<file path="config.mk">
export PLATFORM = sky130hd
export DESIGN_NAME = dev_ctl_stat
export DESIGN_NICKNAME = d
export VERILOG_FILES = /design/src/core/devctl_pkg.sv /design/src/core/dev_ctl_stat.sv
export SDC_FILE = /design/constraint.sdc
export NUM_CORES = 1
export LEC_CHECK = 0
export BUFFER_PORTS_ARGS = -buffer_cell sky130_fd_sc_hd__buf_2
export CORE_MARGIN = 2
export CORE_UTILIZATION = 43
export DETAILED_ROUTE_END_ITERATION = 10
export GPL_ROUTABILITY_DRIVEN = 0
export PLACE_DENSITY = 0.78
export SYNTH_ARGS = -nofsm -noshare
export SYNTH_HDL_FRONTEND = slang
export SYNTH_SLANG_ARGS = --single-unit
</file>
<file path="constraint.sdc">
create_clock -name clk -period 2.5 [get_ports clk]
set_clock_uncertainty 0.15 [all_clocks]
set_input_delay 0.5 -clock clk [delete_from_list [all_inputs] [get_ports clk]]
set_output_delay 0.5 -clock clk [all_outputs]
set_load 0.02 [all_outputs]
</file>
<file path="src/core/devctl_pkg.sv">
// Purpose: constants and carriers for the device control/status register pair
// Assumes: config accesses arrive as dword-aligned byte-enabled reads and writes
// Notes:   control and status share the dword at 0xE8
package devctl_pkg;

    localparam logic [11:0] DEV_CTRL_OFS     = 12'h0E8;
    localparam logic [11:0] DEV_STAT_OFS     = 12'h0EA;
    localparam logic [15:0] CTRL_RESET       = 16'h2810;
    localparam logic [15:0] CTRL_WR_MASK     = 16'h7BFF;
    localparam logic [2:0]  MPS_SUPPORTED    = 3'h1;
    localparam int          CTRL_RO_EN_BIT   = 4;
    localparam int          CTRL_MPS_LSB     = 5;
    localparam int          CTRL_NS_EN_BIT   = 11;
    localparam int          CTRL_MRRS_LSB    = 12;
    localparam int          STAT_AUX_BIT     = 4;
    localparam int          STAT_PEND_BIT    = 5;
    localparam logic [3:0]  STAT_ERR_RESET   = 4'h0;

    // one configuration access, dword wide
    typedef struct packed {
        logic        wr;
        logic        rd;
        logic [11:0] addr;
        logic [3:0]  be;
        logic [31:0] wdata;
    } cfg_req_t;

    // error events seen this cycle: {ur, fatal, nonfatal, correctable}
    typedef struct packed {
        logic ur;
        logic fatal;
        logic nonfatal;
        logic corr;
    } err_evt_t;

    // settings handed to the transaction layer
    typedef struct packed {
        logic [3:0] err_report_en;
        logic       relaxed_ok;
        logic       no_snoop_ok;
        logic [2:0] max_payload;
        logic [2:0] max_read_req;
    } tl_cfg_t;

endpackage

</file>
<file path="src/core/dev_ctl_stat.sv">
// Purpose: device control (0xE8) and device status (0xEA) registers
// Assumes: cfg requests and event inputs are synchronous to clk
// Notes:   aux-power strap has its own power-good reset and a two-flop sync
module dev_ctl_stat
    import devctl_pkg::*;
(
    input  wire logic        clk,
    input  wire logic        sys_rst,
    input  wire logic        pwr_good_rst,
    input  wire cfg_req_t    cfg_req,
    output logic [31:0]      cfg_rdata,
    input  wire err_evt_t    err_evt,
    input  wire logic        aux_pwr_strap,
    input  wire logic [7:0]  np_outstanding,
    input  wire logic        no_snoop_gate_bits,
    input  wire logic        relaxed_order_disable,
    input  wire logic [12:0] rx_payload_len,
    input  wire logic        rx_payload_chk,
    output logic             rx_payload_err,
    output tl_cfg_t          tl_cfg,
    output logic [12:0]      tx_payload_max,
    output logic [12:0]      rd_req_max
);

    logic [15:0] ctrl_q;
    logic [3:0]  err_q;
    logic        aux_s1_q;
    logic        aux_s2_q;
    logic        pend_q;
    logic        hit;
    logic [15:0] ctrl_wr;
    logic [15:0] ctrl_rd;
    logic [15:0] stat_rd;
    logic [3:0]  w1c;

    assign hit = (cfg_req.addr == DEV_CTRL_OFS);

    // byte-lane merge of a control write; read-only bits keep their value
    always_comb begin
        ctrl_wr = ctrl_q;
        if (cfg_req.be[0]) begin
            ctrl_wr[7:0] = cfg_req.wdata[7:0];
        end
        if (cfg_req.be[1]) begin
            ctrl_wr[15:8] = cfg_req.wdata[15:8];
        end
        ctrl_wr = (ctrl_wr & CTRL_WR_MASK) | (ctrl_q & ~CTRL_WR_MASK);
    end

    // control register, writable fields only
    always_ff @(posedge clk) begin
        if (sys_rst) begin
            ctrl_q <= CTRL_RESET;
        end else if (cfg_req.wr && hit) begin
            ctrl_q <= ctrl_wr;
        end
    end

    property p_ctrl_lo_wr;
        @(posedge clk) disable iff (sys_rst)
            cfg_req.wr && hit && cfg_req.be[0] |=> ctrl_q[7:0] == $past(cfg_req.wdata[7:0]);
    endproperty
    a_ctrl_lo_wr: assert property (p_ctrl_lo_wr) else $error("low byte lost");

    property p_ctrl_hi_wr;
        @(posedge clk) disable iff (sys_rst)
            cfg_req.wr && hit && cfg_req.be[1]
                |=> ctrl_q[14:11] == $past(cfg_req.wdata[14:11])
                    && ctrl_q[9:8] == $past(cfg_req.wdata[9:8]);
    endproperty
    a_ctrl_hi_wr: assert property (p_ctrl_hi_wr) else $error("high byte lost");

    property p_ctrl_ro_bits;
        @(posedge clk) disable iff (sys_rst)
            !ctrl_q[10] && !ctrl_q[15];
    endproperty
    a_ctrl_ro_bits: assert property (p_ctrl_ro_bits) else $error("ro bit set");

    property p_ctrl_hold;
        @(posedge clk) disable iff (sys_rst)
            !(cfg_req.wr && hit) |=> ctrl_q == $past(ctrl_q);
    endproperty
    a_ctrl_hold: assert property (p_ctrl_hold) else $error("ctrl drifted");

    // write-one-to-clear mask from the status byte lane
    assign w1c = (cfg_req.wr && hit && cfg_req.be[2]) ? cfg_req.wdata[19:16] : 4'h0;

    // set wins over a same-cycle clear; enables do not gate detection
    always_ff @(posedge clk) begin
        if (sys_rst) begin
            err_q <= STAT_ERR_RESET;
        end else begin
            err_q <= (err_q & ~w1c) | err_evt;
        end
    end

    property p_stat_hold;
        @(posedge clk) disable iff (sys_rst)
            !cfg_req.wr && (err_evt == '0) |=> err_q == $past(err_q);
    endproperty
    a_stat_hold: assert property (p_stat_hold) else $error("status drifted");

    property p_set_wins;
        @(posedge clk) disable iff (sys_rst)
            err_evt.corr && w1c[0] |=> err_q[0];
    endproperty
    a_set_wins: assert property (p_set_wins) else $error("clear beat set");

    property p_ur_w1c;
        @(posedge clk) disable iff (sys_rst)
            (w1c[3] && !err_evt.ur) |=> !err_q[3];
    endproperty
    a_ur_w1c: assert property (p_ur_w1c) else $error("ur not cleared");

    // strap sync; held over function reset, cleared only by power-good
    always_ff @(posedge clk) begin
        if (pwr_good_rst) begin
            aux_s1_q <= 1'b0;
            aux_s2_q <= 1'b0;
        end else begin
            aux_s1_q <= aux_pwr_strap;
            aux_s2_q <= aux_s1_q;
        end
    end

    // function reset must not disturb the strap pipeline
    property p_aux_keep;
        @(posedge clk) disable iff (pwr_good_rst)
            !pwr_good_rst |=> aux_s2_q == $past(aux_s1_q);
    endproperty
    a_aux_keep: assert property (p_aux_keep) else $error("aux flag lost");

    // pending flag registered to keep read data off a long comb path
    always_ff @(posedge clk) begin
        if (sys_rst) begin
            pend_q <= 1'b0;
        end else begin
            pend_q <= (np_outstanding != 8'h00);
        end
    end

    property p_pend_set;
        @(posedge clk) disable iff (sys_rst)
            (np_outstanding != 8'h00) |=> pend_q;
    endproperty
    a_pend_set: assert property (p_pend_set) else $error("pending late");

    property p_pend_clr;
        @(posedge clk) disable iff (sys_rst)
            (np_outstanding == 8'h00) |=> !pend_q;
    endproperty
    a_pend_clr: assert property (p_pend_clr) else $error("pending stuck");

    // reserved bits pinned to zero on the read side
    always_comb begin
        ctrl_rd = ctrl_q & CTRL_WR_MASK;
        stat_rd = 16'h0000;
        stat_rd[3:0] = err_q;
        stat_rd[STAT_AUX_BIT] = aux_s2_q;
        stat_rd[STAT_PEND_BIT] = pend_q;
    end

    // read data registered; unmapped dwords read zero
    always_ff @(posedge clk) begin
        if (sys_rst) begin
            cfg_rdata <= 32'h0000_0000;
        end else if (cfg_req.rd) begin
            cfg_rdata <= hit ? {stat_rd, ctrl_rd} : 32'h0000_0000;
        end
    end

    property p_rd_ctrl;
        @(posedge clk) disable iff (sys_rst)
            cfg_req.rd && hit |=> cfg_rdata[15:0] == $past(ctrl_q);
    endproperty
    a_rd_ctrl: assert property (p_rd_ctrl) else $error("ctrl read wrong");

    property p_rd_err;
        @(posedge clk) disable iff (sys_rst)
            cfg_req.rd && hit |=> cfg_rdata[19:16] == $past(err_q);
    endproperty
    a_rd_err: assert property (p_rd_err) else $error("status read wrong");

    // settings to the transaction layer; extended tag and phantom unused
    always_comb begin
        tl_cfg.err_report_en = ctrl_q[3:0];
        tl_cfg.relaxed_ok = ctrl_q[CTRL_RO_EN_BIT] & ~relaxed_order_disable;
        tl_cfg.no_snoop_ok = ctrl_q[CTRL_NS_EN_BIT] & no_snoop_gate_bits;
        tl_cfg.max_payload = ctrl_q[CTRL_MPS_LSB +: 3];
        tl_cfg.max_read_req = ctrl_q[CTRL_MRRS_LSB +: 3];
    end

    property p_ro_disable;
        @(posedge clk) disable iff (sys_rst)
            relaxed_order_disable |-> !tl_cfg.relaxed_ok;
    endproperty
    a_ro_disable: assert property (p_ro_disable) else $error("ro not disabled");

    // byte limits: 128 << code; payload clipped at the supported size, read request at 4096
    always_comb begin
        if (ctrl_q[CTRL_MPS_LSB +: 3] > MPS_SUPPORTED) begin
            tx_payload_max = 13'h0080 << MPS_SUPPORTED;
        end else begin
            tx_payload_max = 13'h0080 << ctrl_q[CTRL_MPS_LSB +: 3];
        end
        rd_req_max = (ctrl_q[CTRL_MRRS_LSB +: 3] > 3'h5) ? 13'h1000
                   : 13'h0080 << ctrl_q[CTRL_MRRS_LSB +: 3];
    end

    // any code past the supported one lands on 256 bytes
    property p_mps_map;
        @(posedge clk) disable iff (sys_rst)
            (ctrl_q[CTRL_MPS_LSB +: 3] == 3'h0) ? (tx_payload_max == 13'h0080)
                                               : (tx_payload_max == 13'h0100);
    endproperty
    a_mps_map: assert property (p_mps_map) else $error("payload limit wrong");

    property p_mrrs_dflt;
        @(posedge clk) disable iff (sys_rst)
            (ctrl_q[CTRL_MRRS_LSB +: 3] == 3'h2) |-> rd_req_max == 13'h0200;
    endproperty
    a_mrrs_dflt: assert property (p_mrrs_dflt) else $error("read limit wrong");

    // oversize check against the clipped size, the smaller of programmed and supported
    assign rx_payload_err = rx_payload_chk && (rx_payload_len > tx_payload_max);

    property p_rx_over;
        @(posedge clk) disable iff (sys_rst)
            rx_payload_chk && (rx_payload_len > tx_payload_max) |-> rx_payload_err;
    endproperty
    a_rx_over: assert property (p_rx_over) else $error("oversize not flagged");

    property p_ur_sets;
        @(posedge clk) disable iff (sys_rst) err_evt.ur |=> err_q[3];
    endproperty
    a_ur_sets: assert property (p_ur_sets) else $error("ur flag not set");

    property p_w1c;
        @(posedge clk) disable iff (sys_rst)
            (w1c[0] && !err_evt.corr) |=> !err_q[0];
    endproperty
    a_w1c: assert property (p_w1c) else $error("w1c did not clear");

    property p_ro_gate;
        @(posedge clk) disable iff (sys_rst)
            tl_cfg.relaxed_ok |-> ctrl_q[CTRL_RO_EN_BIT];
    endproperty
    a_ro_gate: assert property (p_ro_gate) else $error("relaxed order leak");

    property p_ns_gate;
        @(posedge clk) disable iff (sys_rst)
            tl_cfg.no_snoop_ok |-> (ctrl_q[CTRL_NS_EN_BIT] && no_snoop_gate_bits);
    endproperty
    a_ns_gate: assert property (p_ns_gate) else $error("no-snoop leak");

    property p_rsvd;
        @(posedge clk) disable iff (sys_rst)
            cfg_req.rd && hit |=> (cfg_rdata[31:22] == 10'h000) && !cfg_rdata[15]
                                  && !cfg_rdata[10];
    endproperty
    a_rsvd: assert property (p_rsvd) else $error("reserved bit set");

    property p_pend;
        @(posedge clk) disable iff (sys_rst)
            (np_outstanding != 8'h00) ##1 cfg_req.rd && hit |=> cfg_rdata[21];
    endproperty
    a_pend: assert property (p_pend) else $error("pending not shown");

    property p_reset_val;
        @(posedge clk) sys_rst |=> (ctrl_q == CTRL_RESET) && (err_q == 4'h0);
    endproperty
    a_reset_val: assert property (p_reset_val) else $error("bad reset value");

    property p_mps;
        @(posedge clk) disable iff (sys_rst)
            tx_payload_max <= (13'h0080 << MPS_SUPPORTED);
    endproperty
    a_mps: assert property (p_mps) else $error("payload over limit");

    property p_rx_ok;
        @(posedge clk) disable iff (sys_rst)
            rx_payload_chk && (rx_payload_len <= tx_payload_max) |-> !rx_payload_err;
    endproperty
    a_rx_ok: assert property (p_rx_ok) else $error("legal payload flagged");

    property p_corr_ignores_en;
        @(posedge clk) disable iff (sys_rst)
            err_evt.corr && !ctrl_q[0] |=> err_q[0];
    endproperty
    a_corr_ignores_en: assert property (p_corr_ignores_en)
        else $error("detect gated by enable");

endmodule

</file>
==> results.json, run 1 <==
{
  "clock_latency_ns": 0.29,
  "peakVddDrop_mv": 0.2446,
  "dieHeight_um": 78.61,
  "grtUsageMet1_pct": 19.84,
  "coreArea_um2": 5439,
  "arrival_ns": 2.01,
  "synth_area_per_cell_um2": 8.610,
  "hold_viol_final": 0,
  "clock_sinks": 41,
  "drc": 0,
  "wl_um": 5355,
  "grt_pass1_wl_um": 8659,
  "busiest_layer": "met2",
  "root_buffer": "clkbuf_8",
  "yosys_warnings": 0,
  "area_delta_synth_final_pct": 25.56,
  "clk_pin_slew_ns": 0.08,
  "grtUsageTotal_pct": 17.24,
  "rsz0062_at_grt": "true",
  "violations": "negative setup slack",
  "setup_slack_ns": -0.1581,
  "postCtsSetupRepairBufs": 0,
  "fin_cells": 449,
  "dp_cells": 441,
  "dieArea_um2": 6180,
  "setup_tns_ns": -0.1581,
  "use_met2_pct": 32.31,
  "powerDensity_nw_per_um2": 488.7,
  "dp_hpwl_um": 4115,
  "ys_types": 30,
  "netlist_instances": 278,
  "end_kind": "primary output",
  "io_pins": 153,
  "netlist_area_um2": 2394,
  "required_ns": 1.85,
  "drv_cap": 0,
  "n_antenna_cell": 0,
  "period_needed_ns": 2.658,
  "drtAntennaViolNets": 0,
  "cts-buffers-inserted": 5,
  "ctsHoldBuffers": 0,
  "finalSetupViolCount": 1,
  "slew_viol_final": 0,
  "vias_per_cell": 4.688,
  "crit_type": "flop to primary output",
  "ys_ff_latch": 41,
  "mostFrequentLayoutCell": "buf_2",
  "cts_tree": "built",
  "layout-drive-gt1-share_pct": 34.48,
  "whs_ns": 0.2209,
  "synth_seq_area_share_pct": 34.29,
  "antenna_found_initial": 0,
  "die_w_um": 78.61,
  "startpoint_type": "flop",
  "avgRoutedWirePerCell_um": 11.93,
  "crit_path_max_fanout": 3,
  "grt.met3_usage_pct": 3.103,
  "slew_headroom_pct": 51.15,
  "portBuffers": 107,
  "status": "complete, but fails checks",
  "tightest_slew_ns": 0.7327,
  "hp-class": "input port to flop",
  "clockBufferDepth": 2,
  "grt_pass1_vias": 1963,
  "fin_nets": 464,
  "cts_max_level": 2,
  "overflow": 0,
  "floorplan.rows": 27,
  "nFillCells": 536,
  "fin_crit_sh_pct": 106.3,
  "place_ws_ns": 0.05713,
  "layout_common_cells": "buf_2, nand2b_1, dfxtp_1, conb_1, and2_1",
  "power.leakage_nw": 1.394,
  "fmax_ghz": 0.3762,
  "initial_core_util_pct": 44.01,
  "drtIter0Drc": 66,
  "via_count": 2105,
  "firstDrtPassIters": 4,
  "grt_max_degree": 51,
  "final_util_pct": 55.26
}
==> stage by stage <==
step / cell area, µm² / power [mW]
2_1_floorplan: 2514 / 0.8225
3_3_place_gp: 2848 / 0.8559
3_5_place_dp: 2848 / 0.8611
4_1_cts: 3005 / 1.483
5_1_grt: 3005 / 1.537
6_report: 3005 / 1.469
==> layout make-up <==
cell class | count | area [µm²] | share of cell area [%]
Clock buffer | 5 | 68.82 | 2.290
Tap cell | 72 | 90.09 | 2.998
Timing Repair Buffer | 117 | 616.8 | 20.52
Sequential cell | 41 | 820.8 | 27.31
Clock inverter | 3 | 65.06 | 2.165
Multi-Input combinational cell | 205 | 1321 | 43.96
Inverter | 6 | 22.52 | 0.7494
==> worst paths after layout <==
kind	start	end	slack (ns)	depth (start not counted)
worst max-delay path	flop	rx_payload_err	-0.16	6
worst min register to register	aux_s1_q	aux_s2_q	0.31	1
worst min-delay path	pwr_good_rst	aux_s2_q	0.22	2
worst max register to register	flop	cfg_rdata[14]	1.36	3
==> critical path, cell delays in order, from the launching register on <==
cell	delay, ns
dfxtp_1	0.32
or3_4	0.42
ha_4	0.22
o21a_1	0.18
o21a_1	0.16
o311a_1	0.29
buf_6	0.13
==> routing by layer <==
layer / up-vias / share of wire [%]
li1: 1068 / -
met1: 960 / 43
met2: 73 / 51
met3: 4 / 5.1
met4: 0 / 0.86
met5: - / 0
==> synthesized netlist by cell type <==
master	count	share of area, %
nor4b_2	1	0.63
nor4_1	2	0.52
mux2i_1	14	5.9
inv_1	6	0.94
dfxtp_1	41	34
clkbuf_1	12	1.9
and4b_1	1	0.42
a311oi_1	4	1.5
nand2b_1	42	11
conb_1	2	0.31
o21ai_0	1	0.21
ha_1	6	3.1
and4_1	4	1.5
nand4_1	21	5.5
and3b_1	1	0.37
buf_2	4	0.84
and2_1	24	6.3
o21a_1	3	0.94
o311a_1	1	0.42
nor2b_1	3	0.78
nor4_2	1	0.52
nor4b_1	1	0.37
nor3b_1	4	1.3
nor2_1	12	1.9
a21oi_1	21	4.4
a211oi_1	1	0.31
buf_6	1	0.47
nor3_1	1	0.21
buf_4	41	13
or3_1	2	0.52
==> what timing repair did <==
item                       in CTS  in global routing
pin swaps                       1                  0
resized for setup               5                  0
setup endpoints to repair       1                  1
cloned                          0                  0
==> power by group <==
part	leakage [nW]	switching (mW)	internal [mW]
sequential	0.332	0.00248	0.659
combinational	0.993	0.108	0.0775
clock	0.0681	0.225	0.397
total	1.39	0.335	1.13
==> logic make-up (layout without fill, tap and decap cells) <==
kind of cell / Yosys count / count (layout) / synth area share, %
flops: 41 / 41 / 34.29
fa+ha+maj: 6 / 6 / 3.136
buf+inv: 64 / 131 / 16.99
simple gates: 120 / 120 / 31.68
other cells: 2 / 34 / 0.3138
mux: 14 / 14 / 5.854
compound gates: 31 / 31 / 7.736
No activity file was read; power rests on OpenSTA's default activity.
==> inputs of run 2 (changes only) <==
- PLACE_DENSITY: 0.78 -> 0.82
==> results.json, run 2 (synthesis gave the netlist of run 1 again) <==
{
  "clkPwrFrac_pct": 39.7,
  "peakVddDrop_mv": 0.2795,
  "cts-buffers-inserted": 5,
  "intPower_mw": 1.063,
  "drtAntennaViolNets": 0,
  "grt_pass1_wl_um": 8845,
  "overflow": 0,
  "firstDrtPassIters": 4,
  "grt_max_degree": 51,
  "tightest_slew_ns": 0.7629,
  "dieHeight_um": 78.61,
  "required_ns": 1.85,
  "root_buffer": "clkbuf_8",
  "reg2reg_slack_ns": 1.39,
  "final_util_pct": 55.26,
  "fmax_ghz": 0.3749,
  "cts_max_level": 2,
  "fin_crit_sh_pct": 106.7,
  "layout_common_cells": "buf_2, nand2b_1, dfxtp_1, conb_1, and2_1",
  "status": "complete, but fails checks",
  "fin_nets": 464,
  "setup_tns_ns": -0.1671,
  "antenna_found_initial": 0,
  "setup_slack_ns": -0.1671,
  "power.leakage_nw": 1.385,
  "p_comb_share_pct": 13.4,
  "area_delta_synth_final_pct": 25.56,
  "dp_hpwl_um": 4099,
  "clock_latency_ns": 0.29,
  "swShare_pct": 24.61,
  "grtUsageTotal_pct": 17.73,
  "grt_pass1_vias": 1982,
  "floorplan.rows": 27,
  "period_needed_ns": 2.667,
  "violations": "negative setup slack",
  "drtIter0Drc": 47,
  "end_kind": "primary output",
  "hp-class": "input port to flop",
  "die_w_um": 78.61,
  "portBuffers": 107,
  "clockBufferDepth": 2,
  "crit_family": "compound AO/OA/AOI/OAI gates",
  "wl_um": 5486,
  "slew_viol_final": 0,
  "critPathBufInv": 1,
  "nFillCells": 533,
  "powerDensity_nw_per_um2": 469.3,
  "via_count": 2083,
  "startpoint_type": "flop",
  "p_sw_mw": 0.3470,
  "clk_pin_slew_ns": 0.08,
  "slew_headroom_pct": 49.14,
  "finalSetupViolCount": 1,
  "drv_cap": 0,
  "avgRoutedWirePerCell_um": 12.22,
  "worst_path_most_repeated_cell": "o21a_1",
  "coreArea_um2": 5439,
  "slowest_stage": "or3_4",
  "clock_sinks": 41,
  "cpPeakStageDelay_ns": 0.41,
  "crit_type": "flop to primary output",
  "crit_path_max_fanout": 3,
  "cts_tree": "built",
  "drc": 0,
  "layout-drive-gt1-share_pct": 35.01,
  "ctsHoldBuffers": 0,
  "mostFrequentLayoutCell": "buf_2",
  "vias_per_cell": 4.639,
  "initial_core_util_pct": 44.01,
  "io_pins": 153,
  "rsz0062_at_grt": "true",
  "crit_chain": "or3_4 -> ha_4 -> o21a_1 -> o21a_1 -> o311a_1 -> buf_6",
  "arrival_ns": 2.02,
  "dieArea_um2": 6180,
  "n_antenna_cell": 0,
  "hold_viol_final": 0,
  "p_seq_share_pct": 46.9
}
[run 2: changes by cell type in the layout (fill, tap and decap cells not counted), sizes merged]
cell	change
bufinv	-1
clkinvlp	+1
clkinv	-1
clkbuf	+1
[run 2: worst register-to-register path, cell delays in order, from the launching register on]
cell and delay, ns:
dfxtp_1 0.46, and2_1 0.17, nand4_1 0.10, a21oi_1 0.15
[run 2: area by class of cell]
cell class / count / area (µm²) / area share, %
multi-input combinational: 205 / 1334 / 44.38
sequential: 41 / 822.0 / 27.35
timing repair buffer: 117 / 616.8 / 20.52
tap: 72 / 90.09 / 2.998
clock buffer: 6 / 82.58 / 2.748
clock inverter: 2 / 37.54 / 1.249
inverter: 6 / 22.52 / 0.7494
[run 2: metrics by stage]
step	worst slack, ns	hold slack, ns	power, mW	instance area [µm²]	cells
4_1_cts	-0.1584	0.2166	1.422	2993	449
2_1_floorplan	0.1573	0.2638	0.8225	2514	310
3_5_place_dp	0.06702	0.2966	0.8619	2848	441
6_report	-0.1671	0.2205	1.410	3005	449
5_1_grt	-0.2182	0.2063	1.477	3005	449
3_3_place_gp	0.08790	0.2923	0.8559	2848	441
[run 2: power groups by stage]
stage / clock network (mW) / registers (mW) / logic (mW)
CTS: 0.573 / 0.662 / 0.188
floorplan: 0 / 0.676 / 0.146
finish: 0.560 / 0.662 / 0.189
detailed placement: 0 / 0.677 / 0.185
global route: 0.602 / 0.663 / 0.212
global placement: 0 / 0.677 / 0.179
[run 2: final timing paths]
| check | endpoint | depth (start not counted) | startpoint |
|---|---|---|---|
| max | rx_payload_err | 6 | flop |
| min | aux_s1_q | 2 | pwr_good_rst |
| max reg2reg | cfg_rdata[13] | 3 | flop |
| min reg2reg | aux_s2_q | 1 | aux_s1_q |
[run 2: per-layer routing]
metal | up-vias | wire length (µm) | GRT usage [%]
li1 | 1066 | - | -
met1 | 931 | 2316 | 20.65
met2 | 82 | 2815 | 32.05
met3 | 4 | 322 | 3.908
met4 | 0 | 32 | 5.614
met5 | - | 0 | 0
[run 2: repair_timing]
item | in CTS | in global routing
endpoints found under the hold margin | 0 | 0
cloned | 0 | 0
pin swaps | 1 | 1
setup buffers | 0 | 0
endpoints found under the setup margin | 1 | 1
gates resized for setup | 5 | 2
==> inputs of run 3 (changes only) <==
- CORE_MARGIN: 2 -> default
- SKIP_LAST_GASP: default -> 1
==> results.json, run 3 (synthesis gave the netlist of run 1 again) <==
{
  "nFillCells": 525,
  "grt_max_degree": 50,
  "portBuffers": 107,
  "via_count": 2108,
  "fin_nets": 462,
  "layout-drive-gt1-share_pct": 34.67,
  "intPower_mw": 1.062,
  "avgRoutedWirePerCell_um": 11.97,
  "p_sw_mw": 0.3390,
  "status": "complete, but fails checks",
  "layout_common_cells": "buf_2, nand2b_1, dfxtp_1, conb_1, and2_1",
  "finalSetupViolCount": 1,
  "mostFrequentLayoutCell": "buf_2",
  "n_antenna_cell": 0,
  "fin_crit_sh_pct": 106.3,
  "die_w_um": 76.61,
  "use_met2_pct": 34.05,
  "wl_um": 5326,
  "clk_pin_slew_ns": 0.08,
  "tightest_slew_ns": 0.7511,
  "powerDensity_nw_per_um2": 469.0,
  "grtUsageTotal_pct": 18.56,
  "arrival_ns": 2.01,
  "dp_hpwl_um": 3939,
  "p_comb_share_pct": 13.3,
  "cts_max_level": 2,
  "required_ns": 1.85,
  "initial_core_util_pct": 45.70,
  "cts-buffers-inserted": 5,
  "p_seq_share_pct": 47.2,
  "peakVddDrop_mv": 0.2866,
  "root_buffer": "clkbuf_8",
  "clock_sinks": 41,
  "dieHeight_um": 76.61,
  "floorplan.rows": 26,
  "rsz0062_at_grt": "true",
  "dieArea_um2": 5869,
  "end_kind": "primary output",
  "violations": "negative setup slack",
  "coreArea_um2": 5238,
  "cts_tree": "built",
  "crit_type": "flop to primary output",
  "io_pins": 153,
  "slew_headroom_pct": 49.93,
  "hp-class": "input port to flop",
  "place_ws_ns": 0.002445,
  "startpoint_type": "flop",
  "grt_pass1_vias": 1910,
  "clockBufferDepth": 2,
  "firstDrtPassIters": 4,
  "drv_cap": 0,
  "fin_total_pwr_mw": 1.401,
  "slew_viol_final": 0,
  "setup_slack_ns": -0.1568,
  "busiest_layer": "met2",
  "period_needed_ns": 2.657,
  "overflow": 0,
  "grtUsageMet1_pct": 21.93,
  "drtAntennaViolNets": 0,
  "vias_per_cell": 4.737,
  "swShare_pct": 24.19,
  "clkPwrFrac_pct": 39.5,
  "fmax_ghz": 0.3764,
  "hold_viol_final": 0,
  "grt.met3_usage_pct": 2.754,
  "power.leakage_nw": 1.374,
  "ctsHoldBuffers": 0,
  "antenna_found_initial": 0,
  "drtIter0Drc": 54,
  "grt_pass1_wl_um": 8880,
  "drc": 0,
  "clock_latency_ns": 0.28,
  "crit_path_max_fanout": 3,
  "area_delta_synth_final_pct": 24.83
}
[run 3: cell types whose count changed in the layout (fill, tap and decap cells not counted)]
cell   before  now
buf_4      10    8
[run 3: path summary, 6_finish.rpt]
| check | start | to | slack, ns | depth (start not counted) |
|---|---|---|---|---|
| worst min-delay path | pwr_good_rst | aux_s2_q | 0.23 | 2 |
| worst min register to register | aux_s1_q | aux_s2_q | 0.30 | 1 |
| worst max register to register | flop | cfg_rdata[14] | 1.39 | 3 |
| worst max-delay path | flop | rx_payload_err | -0.16 | 6 |
[run 3: critical path, stage by stage (launching register included)]
cell and delay (ns):
dfxtp_2 0.32, or3_4 0.41, ha_4 0.23, o21a_1 0.16, o21a_1 0.17, o311a_1 0.29, buf_6 0.13
[run 3: repair_timing]
action,CTS,global route
pin swaps,2,0
buffers inserted,0,0
gates resized for setup,7,0
setup endpoints to repair,1,1
[run 3: cell type report]
| class | count | area, µm² | share of cell area (%) |
|---|---|---|---|
| Clock buffer | 6 | 82.58 | 2.764 |
| Tap cell | 70 | 87.58 | 2.931 |
| Clock inverter | 2 | 37.54 | 1.256 |
| Inverter | 6 | 22.52 | 0.7538 |
| Sequential cell | 41 | 822.0 | 27.51 |
| Multi-Input combinational cell | 205 | 1334 | 44.64 |
| Timing Repair Buffer | 115 | 601.8 | 20.14 |
[run 3: stage by stage]
step                      TNS [ns]  utilization (%)  cell area, µm²  hold WS [ns]  cells
after floorplan                  0                -            2514        0.2638    310
after global placement           0            54.04            2830        0.2708    437
after detailed placement         0            54.04            2830        0.2810    437
after CTS                  -0.1871            57.05            2988        0.2173    445
after global routing       -0.2172            57.05            2988        0.2280    445
final                      -0.1568            57.05            2988        0.2268    445
[run 3: power groups by stage]
stage / Combinational, mW / Sequential [mW] / Clock [mW]
finish: 0.187 / 0.662 / 0.553
global route: 0.206 / 0.663 / 0.592
CTS: 0.187 / 0.662 / 0.573
detailed placement: 0.183 / 0.677 / 0
global placement: 0.178 / 0.677 / 0
floorplan: 0.146 / 0.676 / 0
[run 3: layer usage]
metal | vias up | share of wire (%)
met5 | - | 0
met4 | 0 | 1.2
met3 | 7 | 5.3
met2 | 92 | 51
met1 | 942 | 42
li1 | 1067 | -
